[config.mk]
export PLATFORM = sky130hd
export DESIGN_NAME = relay_blocks
export DESIGN_NICKNAME = d
export VERILOG_FILES = /design/src/design/relay_blocks_pkg.sv /design/src/design/relay_blocks.sv
export VERILOG_INCLUDE_DIRS = /design/src /design/src/design
export SDC_FILE = /design/constraint.sdc
export NUM_CORES = 1
export LEC_CHECK = 0
export BUFFER_PORTS_ARGS = -buffer_cell sky130_fd_sc_hd__buf_2
export CAP_MARGIN = 20
export CORE_ASPECT_RATIO = 0.75
export CORE_MARGIN = 2
export CORE_UTILIZATION = 50
export CTS_CLUSTER_SIZE = 20
export DETAILED_ROUTE_END_ITERATION = 10
export PLACE_DENSITY = 0.79
export SYNTH_ARGS = -nofsm -noshare
export SYNTH_HDL_FRONTEND = slang
export SYNTH_SLANG_ARGS = --single-unit
[constraint.sdc]
create_clock -name ref_clk -period 3.6 [get_ports ref_clk]
set_input_delay 0.18 -clock ref_clk [delete_from_list [all_inputs] [get_ports ref_clk]]
set_output_delay 0.18 -clock ref_clk [all_outputs]
set_load 0.01 [all_outputs]
[src/design/relay_blocks_cfg.svh]
// constants for the program-cycle logic function blocks
// How it works
// - nand low only when all inputs high
// - unconnected nand inputs read as one
// - edge nand: one after all-high, now some low
// - or high when any input high
// - unconnected or, nor, xor inputs read zero
// - nor high only when all inputs low
// - xor of two inputs, high when different
// - not outputs complement of single input
// - set input drives function output high
// - clear overrides all but invert, outputs go inactive; with invert high the output is low only one clock per program cycle
// - trigger input starts the function's timer
// - each count pulse is one count event
// - direction input selects up or down counting
// - gate low makes function ignore set, trigger and count inputs; clear, clear-all and invert still act
// - invert input inverts the function's signal
// - clear-all returns every internal value initial
// - unconnected special function inputs read zero
// - time value decoded by selected timebase
// - retentive function keeps state, timing resumes
// - no retention unless explicitly enabled
// - always-retentive function classes keep state always
// - each basic input individually invertible, except the single not input
`ifndef RELAY_BLOCKS_CFG_SVH
`define RELAY_BLOCKS_CFG_SVH
`define GATE_INPUTS 4
`define XOR_INPUTS 2
`define SF_INPUTS 8
`define SF_SET 3'h0
`define SF_CLR 3'h1
`define SF_TRG 3'h2
`define SF_CNT 3'h3
`define SF_DIR 3'h4
`define SF_EN 3'h5
`define SF_INV 3'h6
`define SF_CLR_ALL 3'h7
`define CNT_W 16
`define TIME_W 32
`define PART_W 8
`define CLK_PERIOD_NS 32'h0000_0014
`define CYCLE_NS 32'h0000_03E8
`define HUNDREDTH_NS 32'h0098_9680
`define CENTI_PER_S 32'h0000_0064
`define CENTI_PER_M 32'h0000_1770
`define CENTI_PER_H 32'h0005_7E40
`define CNT_INIT 16'h0000
`define TIME_INIT 32'h0000_0000
`define CNT_STEP 16'h0001
`define TIME_STEP 32'h0000_0001
`endif

[src/design/relay_blocks_pkg.sv]
// types shared by the logic function blocks
`default_nettype none
package relay_blocks_pkg;
    typedef enum logic [1:0] {TB_SECONDS, TB_MINUTES, TB_HOURS} timebase_e;
    typedef enum logic [1:0] {SF_IDLE, SF_RUN, SF_DONE} sf_state_e;
endpackage : relay_blocks_pkg
`default_nettype wire

[src/design/relay_blocks.sv]
// basic gates and generic special-function input conventions; inputs sampled per program cycle (invert per clock), timer stepped per hundredth second
`timescale 1ns/10ps
`default_nettype none
`include "relay_blocks_cfg.svh"
module relay_blocks #(
    parameter int N_IN = `GATE_INPUTS,
    parameter int CYCLE_CLKS = (`CYCLE_NS / `CLK_PERIOD_NS < 1) ? 1 : `CYCLE_NS / `CLK_PERIOD_NS,
    parameter int TICK_CLKS = `HUNDREDTH_NS / `CLK_PERIOD_NS
) (
    input wire logic ref_clk,
    input wire logic rstn,
    input wire logic [N_IN-1:0] nand_in,
    input wire logic [N_IN-1:0] nand_conn,
    input wire logic [N_IN-1:0] nand_inv,
    input wire logic [N_IN-1:0] edge_in,
    input wire logic [N_IN-1:0] edge_conn,
    input wire logic [N_IN-1:0] edge_inv,
    input wire logic [N_IN-1:0] or_in,
    input wire logic [N_IN-1:0] or_conn,
    input wire logic [N_IN-1:0] or_inv,
    input wire logic [N_IN-1:0] nor_in,
    input wire logic [N_IN-1:0] nor_conn,
    input wire logic [N_IN-1:0] nor_inv,
    input wire logic [`XOR_INPUTS-1:0] xor_in,
    input wire logic [`XOR_INPUTS-1:0] xor_conn,
    input wire logic [`XOR_INPUTS-1:0] xor_inv,
    input wire logic not_in,
    input wire logic not_conn,
    input wire logic [`SF_INPUTS-1:0] sf_in,
    input wire logic [`SF_INPUTS-1:0] sf_conn,
    input wire logic [`SF_INPUTS-1:0] sf_inv,
    input wire relay_blocks_pkg::timebase_e sf_timebase,
    input wire logic [`PART_W-1:0] sf_time_hi,
    input wire logic [`PART_W-1:0] sf_time_lo,
    input wire logic sf_retain,
    input wire logic sf_always_retain,
    input wire logic power_restore,
    output logic nand_q,
    output logic edge_q,
    output logic or_q,
    output logic nor_q,
    output logic xor_q,
    output logic not_q,
    output logic sf_q,
    output logic sf_running,
    output logic [`CNT_W-1:0] sf_count
);

    ////////////////////////////////////////////////////////////////////////////////
    // input conditioning

    function automatic logic eff_bit(input logic in, input logic conn, input logic inv,
                                     input logic dflt);
        eff_bit = conn ? (in ^ inv) : dflt;
    endfunction : eff_bit

    function automatic logic [`TIME_W-1:0] time_ticks(input relay_blocks_pkg::timebase_e tb,
                                                       input logic [`PART_W-1:0] hi,
                                                       input logic [`PART_W-1:0] lo);
        logic [`TIME_W-1:0] h;
        logic [`TIME_W-1:0] l;
        h = `TIME_W'(hi);
        l = `TIME_W'(lo);
        unique case (tb)
            relay_blocks_pkg::TB_SECONDS: time_ticks = h * `CENTI_PER_S + l;
            relay_blocks_pkg::TB_MINUTES: time_ticks = h * `CENTI_PER_M + l * `CENTI_PER_S;
            relay_blocks_pkg::TB_HOURS: time_ticks = h * `CENTI_PER_H + l * `CENTI_PER_M;
            default: time_ticks = `TIME_INIT;
        endcase
    endfunction : time_ticks

    logic [N_IN-1:0] nand_eff;
    logic [N_IN-1:0] edge_eff;
    logic [N_IN-1:0] or_eff;
    logic [N_IN-1:0] nor_eff;
    logic [`XOR_INPUTS-1:0] xor_eff;
    logic [`SF_INPUTS-1:0] sf_eff;
    logic not_eff;

    genvar gi;
    generate
        for (gi = 0; gi < N_IN; gi++)
        begin : g_gate_in
            assign nand_eff[gi] = eff_bit(nand_in[gi], nand_conn[gi], nand_inv[gi], 1'b1);
            assign edge_eff[gi] = eff_bit(edge_in[gi], edge_conn[gi], edge_inv[gi], 1'b1);
            assign or_eff[gi] = eff_bit(or_in[gi], or_conn[gi], or_inv[gi], 1'b0);
            assign nor_eff[gi] = eff_bit(nor_in[gi], nor_conn[gi], nor_inv[gi], 1'b0);
        end
        for (gi = 0; gi < `XOR_INPUTS; gi++)
        begin : g_xor_in
            assign xor_eff[gi] = eff_bit(xor_in[gi], xor_conn[gi], xor_inv[gi], 1'b0);
        end
        for (gi = 0; gi < `SF_INPUTS; gi++)
        begin : g_sf_in
            assign sf_eff[gi] = eff_bit(sf_in[gi], sf_conn[gi], sf_inv[gi], 1'b0);
        end
    endgenerate
    assign not_eff = eff_bit(not_in, not_conn, 1'b0, 1'b0);

    ////////////////////////////////////////////////////////////////////////////////
    // program-cycle and hundredth-second enables

    logic [`TIME_W-1:0] cyc_cnt_reg, cyc_cnt_next, tick_cnt_reg, tick_cnt_next;
    logic cycle_en_reg, cycle_en_next, tick_en_reg, tick_en_next;

    always_comb
    begin
        cycle_en_next = (cyc_cnt_reg == `TIME_W'(CYCLE_CLKS - 1));
        cyc_cnt_next = cycle_en_next ? `TIME_INIT : cyc_cnt_reg + `TIME_STEP;
        tick_en_next = (tick_cnt_reg == `TIME_W'(TICK_CLKS - 1));
        tick_cnt_next = tick_en_next ? `TIME_INIT : tick_cnt_reg + `TIME_STEP;
    end

    always_ff @(posedge ref_clk or negedge rstn)
    begin
        if (!rstn)
        begin
            cyc_cnt_reg <= `TIME_INIT;
            tick_cnt_reg <= `TIME_INIT;
            cycle_en_reg <= 1'b0;
            tick_en_reg <= 1'b0;
        end
        else
        begin
            cyc_cnt_reg <= cyc_cnt_next;
            tick_cnt_reg <= tick_cnt_next;
            cycle_en_reg <= cycle_en_next;
            tick_en_reg <= tick_en_next;
        end
    end

    ////////////////////////////////////////////////////////////////////////////////
    // basic gates

    logic nand_reg, nand_next, edge_reg, edge_next, or_reg, or_next;
    logic nor_reg, nor_next, xor_reg, xor_next, not_reg, not_next;
    logic [N_IN-1:0] edge_prev_reg, edge_prev_next;

    always_comb
    begin
        nand_next = nand_reg;
        edge_next = edge_reg;
        or_next = or_reg;
        nor_next = nor_reg;
        xor_next = xor_reg;
        not_next = not_reg;
        edge_prev_next = edge_prev_reg;
        if (cycle_en_reg)
        begin
            nand_next = ~&nand_eff;
            edge_next = (~&edge_eff) & (&edge_prev_reg);
            edge_prev_next = edge_eff;
            or_next = |or_eff;
            nor_next = ~|nor_eff;
            xor_next = xor_eff[0] ^ xor_eff[1];
            not_next = ~not_eff;
        end
    end

    always_ff @(posedge ref_clk or negedge rstn)
    begin
        if (!rstn)
        begin
            nand_reg <= 1'b1;
            edge_reg <= 1'b0;
            or_reg <= 1'b0;
            nor_reg <= 1'b1;
            xor_reg <= 1'b0;
            not_reg <= 1'b1;
            edge_prev_reg <= '0;
        end
        else
        begin
            nand_reg <= nand_next;
            edge_reg <= edge_next;
            or_reg <= or_next;
            nor_reg <= nor_next;
            xor_reg <= xor_next;
            not_reg <= not_next;
            edge_prev_reg <= edge_prev_next;
        end
    end

    ////////////////////////////////////////////////////////////////////////////////
    // generic special function: set, clear, trigger timer, up/down counter

    relay_blocks_pkg::sf_state_e state_reg, state_next;
    logic [`TIME_W-1:0] elapsed_reg, elapsed_next;
    logic [`CNT_W-1:0] count_reg, count_next;
    logic q_reg, q_next, sf_q_reg, sf_q_next;
    logic trg_prev_reg, trg_prev_next, cnt_prev_reg, cnt_prev_next;
    logic running_reg, running_next;
    logic forget;

    assign forget = power_restore & ~sf_retain & ~sf_always_retain;

    always_comb
    begin
        state_next = state_reg;
        elapsed_next = elapsed_reg;
        count_next = count_reg;
        q_next = q_reg;
        trg_prev_next = trg_prev_reg;
        cnt_prev_next = cnt_prev_reg;
        if (forget)
        begin
            state_next = relay_blocks_pkg::SF_IDLE;
            elapsed_next = `TIME_INIT;
            count_next = `CNT_INIT;
            q_next = 1'b0;
        end
        else
        begin
            if (tick_en_reg && state_reg == relay_blocks_pkg::SF_RUN && sf_eff[`SF_EN])
            begin
                elapsed_next = elapsed_reg + `TIME_STEP;
                if (elapsed_next >= time_ticks(sf_timebase, sf_time_hi, sf_time_lo))
                begin
                    state_next = relay_blocks_pkg::SF_DONE;
                    q_next = 1'b1;
                end
            end
            if (cycle_en_reg)
            begin
                trg_prev_next = sf_eff[`SF_TRG];
                cnt_prev_next = sf_eff[`SF_CNT];
                if (sf_eff[`SF_CLR_ALL] || sf_eff[`SF_CLR])
                begin
                    state_next = relay_blocks_pkg::SF_IDLE;
                    elapsed_next = `TIME_INIT;
                    count_next = `CNT_INIT;
                    q_next = 1'b0;
                end
                else if (sf_eff[`SF_EN])
                begin
                    if (sf_eff[`SF_SET])
                        q_next = 1'b1;
                    if (sf_eff[`SF_TRG] && !trg_prev_reg)
                    begin
                        state_next = relay_blocks_pkg::SF_RUN;
                        elapsed_next = `TIME_INIT;
                    end
                    if (sf_eff[`SF_CNT] && !cnt_prev_reg)
                        count_next = sf_eff[`SF_DIR] ? count_reg - `CNT_STEP
                                                     : count_reg + `CNT_STEP;
                end
            end
        end
        sf_q_next = (cycle_en_reg && sf_eff[`SF_CLR]) ? 1'b0 : q_next ^ sf_eff[`SF_INV];
        running_next = (state_next == relay_blocks_pkg::SF_RUN);
    end

    always_ff @(posedge ref_clk or negedge rstn)
    begin
        if (!rstn)
        begin
            state_reg <= relay_blocks_pkg::SF_IDLE;
            elapsed_reg <= `TIME_INIT;
            count_reg <= `CNT_INIT;
            q_reg <= 1'b0;
            sf_q_reg <= 1'b0;
            running_reg <= 1'b0;
            trg_prev_reg <= 1'b0;
            cnt_prev_reg <= 1'b0;
        end
        else
        begin
            state_reg <= state_next;
            elapsed_reg <= elapsed_next;
            count_reg <= count_next;
            q_reg <= q_next;
            sf_q_reg <= sf_q_next;
            running_reg <= running_next;
            trg_prev_reg <= trg_prev_next;
            cnt_prev_reg <= cnt_prev_next;
        end
    end

    assign nand_q = nand_reg;
    assign edge_q = edge_reg;
    assign or_q = or_reg;
    assign nor_q = nor_reg;
    assign xor_q = xor_reg;
    assign not_q = not_reg;
    assign sf_q = sf_q_reg;
    assign sf_running = running_reg;
    assign sf_count = count_reg;
endmodule : relay_blocks
`default_nettype wire

==> metrics.md, run 1 <==
| Metric | Value |
|---|---|
| CP Max Fanout | 3 |
| Initial Util | 51.0% |
| Comb power frac | 81.1% |
| Fill count | 2323 |
| Unique cell type count in the Yosys netlist | 68 |
| Crit path launch type | input port |
| Async SR Flop Fraction | 100% |
| Netlist Area Pre-Place | 15400 sq um |
| Clock Skew | 0.00829 ns |
| Synthesized flop and latch total | 131 |
| Largest net degree at the start of global routing | 98 |
| Sw Pwr | 7510 uW |
| Vias per cell | 5.46 |
| First-pass GRT wire length | 67800 um |
| Worst Tran Pin Value | 0.883 ns |
| Rows | 55 |
| Root buffer cell | clkbuf_16 |
| Final setup margin | -3.16 ns |
| Num CTS Buffers | 17 |
| Reg2reg end | sf_q |
| FMAX | 0.148 GHz |
| Worst path most repeated cell | fa_1 |
| WHS Path Cells | 3 |
| Post-Synthesis Cells | 1749 |
| Seq/Total Area, Yosys | 21.3% |
| Hold Fails Final Rpt | 0 |
| Grt total ovfl | 0 |
| H-tree depth | 4 |
| Layout net count | 2600 |
| Routed WL | 41700 um |
| Crit path depth | 31 |
| Crit share post-route | 188% |
| DIE AREA | 32300 sq um |
| Critical path endpoint category | flop |
| Dpl cells | 2534 |
| Die extent in y | 156 um |
| Vias in the first global route | 14.2k |
| WP data required | 3.90 ns |
| Post-route ant nets | 0 |
| VDD IR max | 1.13 mV |
| DR vias | 14.1k |
| Endpoints failing setup | 5 |
| Clk buf depth | 2 |
| DRC errors left | 0 |
| RSZ-0062 raised after global routing | yes |
| Clk slew on worst S/H paths | 0.06 ns |
| Syn-to-layout area delta | 27.8% |
| Clock latency on the worst-skew pair | 0.42 ns |
| Reg power frac | 8.8% |
| Total Power | 17000 uW |
| CTS tree | built |
| Share of cells above drive strength 1 | 24.5% |
| Post-DP HPWL | 33100 um |
| I/O pins | 127 |
| HP Class | input port to flop |
| Buf+Inv Stages, Crit Path | 5 |
| Worst Hold End | trg_prev_reg |
| Maxcap violations | 0 |
| Relative slew slack | 41.2% |
| Slowest cell on crit path | fa_1 |
| Worst Reg2Reg Path Length in Cells | 15 |
| Final std cells w/o fill | 2583 |
| Setup TNS | -14.99 ns |
| R2r startpoint | elapsed_reg[2] |
| Failing checks | setup timing |
| Core area | 30300 sq um |
| Post-detailed-route wirelength per cell | 16.2 um |
| IO Port Bufs | 126 |
| Synth warnings | 0 |
| Crit-path leading delay family | adder cells |
| Min-delay src | sf_conn[2] |
| Post-synth EDFFs | 0 |
| Status | finished with violations |
| GP Congestion | 0.901 |
| Power Density | 863 nW/um^2 |
| Fin crit period | 6.76 ns |
| Clk sinks | 131 |
| Total track usage | 26.1% |
| Max-slew violation count | 0 |
| Die W | 207 um |
| Clock power frac | 10.1% |
| Worst EP arrival | 7.06 ns |
| Post-synth net total | 2178 |
| Syn Area/Cell | 8.83 sq um |
| Leakage | 0.0103 uW |
| R2r setup slk | -0.20 ns |
| Setup CP Type | input port to flop |
| Diode count | 0 |
| CP peak stage delay | 0.55 ns |
| Switch share | 44.1% |
| Initial drt markers | 917 |
| DRT Pass-1 Iters | 5 |
| Main flop type after synthesis | dfrtp_1 |
| Initial antenna violation count | 0 |
| Pint | 9530 uW |
cell type report:
class	count	area, sq um	share of cell area [%]
sequential	131	3280	16.6
tap	399	499	2.53
multi-input combinational	1381	11600	58.9
clock inverter	15	161	0.818
timing repair buffer	430	2960	15.0
clock buffer	17	425	2.16
inverter	210	788	3.99
Yosys cell counts (all sizes together), types with 4 or more instances:
cell type | n | area (sq um)
a21oi | 81 | 405
inv | 210 | 788
buf | 5 | 27.5
a21boi | 5 | 37.5
o21a | 12 | 90.1
fa | 88 | 1760
a2111oi | 5 | 43.8
a21o | 37 | 278
a31oi | 18 | 119
clkbuf | 22 | 82.6
nand2 | 132 | 495
and2 | 10 | 62.6
xor2 | 97 | 850
o31ai | 11 | 82.6
or3 | 19 | 124
o31a | 6 | 52.6
dfrtp | 128 | 3200
xnor2 | 144 | 1260
o22ai | 4 | 25.0
and3 | 19 | 119
nand3 | 53 | 265
nand2b | 9 | 56.3
ha | 238 | 2980
or2 | 12 | 75.1
nor4 | 14 | 100
o21bai | 15 | 113
nor2b | 12 | 75.1
nand4 | 30 | 194
nor2 | 152 | 571
and4 | 5 | 43.8
nor3 | 34 | 170
a211oi | 11 | 82.6
o21ai | 55 | 279
a22oi | 16 | 120
power groups by stage:
stage / combinational (uW) / sequential [uW] / clock, uW
final: 13800 / 1500 / 1720
after global routing: 15200 / 1510 / 1810
after CTS: 13200 / 1500 / 1740
after detailed placement: 12600 / 1530 / 0
after global placement: 12200 / 1530 / 0
after floorplan: 7790 / 1540 / 0
worst max-delay path by stage:
stage | startpoint | end | slack, ns
after floorplan | sf_time_lo[7] | sf_q | -2.94
after detailed placement | sf_time_hi[2] | sf_q | -3.60
after CTS | sf_time_lo[7] | sf_q | -3.01
after global placement | sf_time_lo[7] | sf_q | -3.39
after global routing | sf_time_hi[2] | sf_q | -3.34
final | sf_time_lo[7] | sf_q | -3.16
metrics by stage:
step | area, sq um | hold WS [ns] | setup slack, ns | util (%)
global route | 19700 | 0.0827 | -3.34 | 65.2
floorplan | 15500 | -0.116 | -2.94 | -
finish | 19700 | 0.0819 | -3.16 | 65.2
global placement | 18700 | 0.322 | -3.39 | 61.6
CTS | 19500 | 0.0657 | -3.01 | 64.6
detailed placement | 18700 | 0.331 | -3.60 | 61.6
placed cells by master, fill, tap and decap left out, types with 19 or more instances in the layout:
master and n:
nor2_1 148, nand4_1 29, buf_2 122, nand2_1 132
xor2_1 97, a21o_1 37, o21ai_0 51, inv_1 205
and3_1 19, xnor2_1 139, nor3_1 32, dfrtp_1 128
ha_1 228, nand3_1 53, a21oi_1 69, buf_4 295
fa_1 85
worst min-delay path: cells and delay by family:
kind | cells | cell delay [ns]
compound gates | 1 | 0.09
buf+inv | 1 | 0.10
simple gates | 1 | 0.08
cells by family (layout without fill, tap and decap cells):
group           count (synthesis)  after routing  synth area share (%)
mux                             4              4                 0.300
buf+inv                       237            672                  5.82
xor+xnor                      241            241                  13.7
fa+ha+maj                     326            326                  30.7
flops                         131            131                  21.3
compound gates                300            300                  12.6
simple gates                  510            510                  15.7
routing by layer:
metal  track usage, %  up-vias  wire [um]
met5                0        -          0
met4             6.59        0        915
met3             3.93       86       1950
met2             44.0      366      20100
met1             35.1     6826      18700
li1                 -     6825          -
timing repair:
action                                  CTS  global route
endpoints found under the setup margin    5             5
resized for setup                        33            29
endpoints found under the hold margin    97             0
setup buffers                             6             5
pin swaps                                21            30
hold buffers                              7             0
No activity file was read; power rests on OpenSTA's default activity.
==> run 2, diff against run 1 <==
--- a/config.mk
+++ b/config.mk
@@ -11,9 +11,10 @@
 export CORE_ASPECT_RATIO = 0.75
 export CORE_MARGIN = 2
 export CORE_UTILIZATION = 50
+export CTS_BUF_LIST = sky130_fd_sc_hd__clkbuf_4
 export CTS_CLUSTER_SIZE = 20
 export DETAILED_ROUTE_END_ITERATION = 10
-export PLACE_DENSITY = 0.79
+export PLACE_DENSITY = 0.77
 export SYNTH_ARGS = -nofsm -noshare
 export SYNTH_HDL_FRONTEND = slang
 export SYNTH_SLANG_ARGS = --single-unit
==> constraint.sdc (replaced) <==
create_clock -name ref_clk -period 8.1 [get_ports ref_clk]
set_input_delay 0.405 -clock ref_clk [delete_from_list [all_inputs] [get_ports ref_clk]]
set_output_delay 0.405 -clock ref_clk [all_outputs]
set_load 0.01 [all_outputs]
==> metrics.md, run 2 (synthesized netlist as in run 1, its figures left out) <==
| Metric | Value |
|---|---|
| Status | finished, final reports clean |
| Grt total ovfl | 0 (unchanged) |
| Max-slew violation count | 0 (unchanged) |
| Post-detailed-route wirelength per cell | 15.4 um (-4.5%) |
| Clk buf depth | 2 (unchanged) |
| Dpl cells | 2256 (-11%) |
| HP Class | input port to flop |
| Fill count | 2726 (+17%) |
| Setup TNS | 0 ns (+14.99 ns) |
| Post-DP HPWL | 29300 um (-12%) |
| Hold Fails Final Rpt | 0 (unchanged) |
| WHS Path Cells | 2 (-1) |
| CTS tree | built |
| Critical path endpoint category | flop |
| Largest net degree at the start of global routing | 68 (-31%) |
| Crit path launch type | input port |
| Clock Skew | 0.0226 ns (+0.0143 ns) |
| Power Density | 333 nW/um^2 (-61%) |
| DR vias | 12.6k (-11%) |
| Slowest cell on crit path | fa_1 |
| Clock latency on the worst-skew pair | 0.55 ns (+0.13 ns) |
| Die extent in y | 156 um (unchanged) |
| VDD IR max | 0.350 mV (-69%) |
| Met2 Track Usage GR | 35.6% (-8.4 points) |
| Commonest non-fill, non-tap cells in the layout | ha_1 (238), inv_1 (210), nor2_1 (152) |
| Final std cells w/o fill | 2290 (-11%) |
| Endpoints failing setup | 0 (-5) |
| Worst Reg2Reg Path Length in Cells | 15 (unchanged) |
| DRC errors left | 0 (unchanged) |
| WP data required | 8.54 ns (+4.64 ns) |
| Area of the multi-input gates | 11300 sq um (-3.1%) |
| RSZ-0062 raised after global routing | no |
| Worst path most repeated cell | inv_1 |
| CP Max Fanout | 7 (+4) |
| Initial drt markers | 787 (-14%) |
| Core area | 30300 sq um (unchanged) |
| Setup CP Type | input port to flop |
| Reg area | 3280 sq um (unchanged) |
| DRT Pass-1 Iters | 5 (unchanged) |
| Worst Tran Pin Value | 0.877 ns (-0.00604 ns) |
| Root buffer cell | clkbuf_4 |
| I/O pins | 127 (unchanged) |
| Initial antenna violation count | 0 (unchanged) |
| Relative slew slack | 41.0% (-0.14 points) |
| Num CTS Buffers | 17 (unchanged) |
| Vias in the first global route | 12.5k (-12%) |
| CP peak stage delay | 0.57 ns (+0.02 ns) |
| Syn-to-layout area delta | 9.00% |
| FMAX | 0.132 GHz |
| First-pass GRT wire length | 60000 um (-12%) |
| H-tree depth | 4 (unchanged) |
| Met3 Use GR | 3.70% (-0.23 points) |
| Rows | 55 (unchanged) |
| GP Congestion | 0.940 (+4.3%) |
| Routed WL | 35300 um (-15%) |
| Maxcap violations | 0 (unchanged) |
| Post-route ant nets | 0 (unchanged) |
| Diode count | 0 (unchanged) |
| Vias per cell | 5.50 (+0.65%) |
| Total track usage | 22.9% (-3.1 points) |
| Met1 Resource Use GR | 33.3% (-1.8 points) |
| DIE AREA | 32300 sq um (unchanged) |
| Layout net count | 2308 (-11%) |
| Clk sinks | 131 (unchanged) |
| Worst EP arrival | 8.02 ns (+0.96 ns) |
| Clk slew on worst S/H paths | 0.11 ns (+0.05 ns) |
| Layer with the highest usage | met2 |
| Most common cell after layout, fill and taps aside | ha_1 |
| Die W | 207 um (unchanged) |
| Share of cells above drive strength 1 | 9.94% (-15 points) |
| Crit share post-route | 93.6% |
| Leakage | 0.00865 uW (-16%) |
| Initial Util | 51.0% (unchanged) |
| IO Port Bufs | 126 (unchanged) |
| Fin crit period | 7.58 ns |
-- run 2: layout make-up --
class                      count  share of cell area, %
timing repair buffer         138                   4.36
clock inverter                14                  0.825
tap                          399                   2.97
sequential                   131                   19.5
clock buffer                  17                  0.758
inverter                     210                   4.68
multi-input combinational   1381                   66.9
-- run 2: power by group --
group	total [uW]	internal [uW]	switching (uW)	leakage (uW)
clock network	429	179	250	0.000125
registers	668	661	7.25	0.00176
logic	4510	1950	2550	0.00677
total	5600	2790	2810	0.00865
-- run 2: final timing paths --
path | end | start | slack, ns
max reg2reg | sf_q | elapsed_reg[2] | 3.68
min | edge_prev_reg[1] | edge_conn[1] | 0.06
max | sf_q | sf_time_lo[5] | 0.52
min in group asynchronous | cyc_cnt_reg[8] | rstn | 0.48
min reg2reg | tick_cnt_reg[0] | tick_cnt_reg[0] | 0.46
max in group asynchronous | elapsed_reg[3] | rstn | 6.25
-- run 2: timing repair --
action,CTS,global route
endpoints found under the setup margin,0,1
resized for setup,0,1
hold buffers,3,0
endpoints found under the hold margin,67,0
buffers inserted,0,0
-- run 2: critical path, delay by kind of cell --
| family | cells | cell delay (ns) |
|---|---|---|
| XOR/XNOR | 2 | 0.34 |
| adder cells (fa/ha/maj) | 7 | 3.12 |
| AO/OA/AOI/OAI | 15 | 2.89 |
| AND/OR/NAND/NOR | 3 | 0.45 |
| buffers and inverters | 6 | 0.47 |
| multiplexers | 1 | 0.31 |
-- run 2: stage by stage --
step                util (%)  cell area (sq um)  power (uW)  hold WS [ns]  setup WS, ns
floorplan                  -              15400        4100         0.109         0.968
global placement        54.6              16500        4940         0.437         0.263
detailed placement      54.6              16500        5080         0.447       -0.0350
CTS                     55.6              16800        5550       0.00296         0.555
global route            55.6              16800        6130        0.0144        0.0703
finish                  55.6              16800        5600        0.0575         0.520
-- run 2: routing by layer --
metal | vias to the layer above | wire length (um)
li1 | 6225 | -
met1 | 6025 | 17500
met2 | 286 | 15600
met3 | 49 | 1610
met4 | 0 | 644
met5 | - | 0
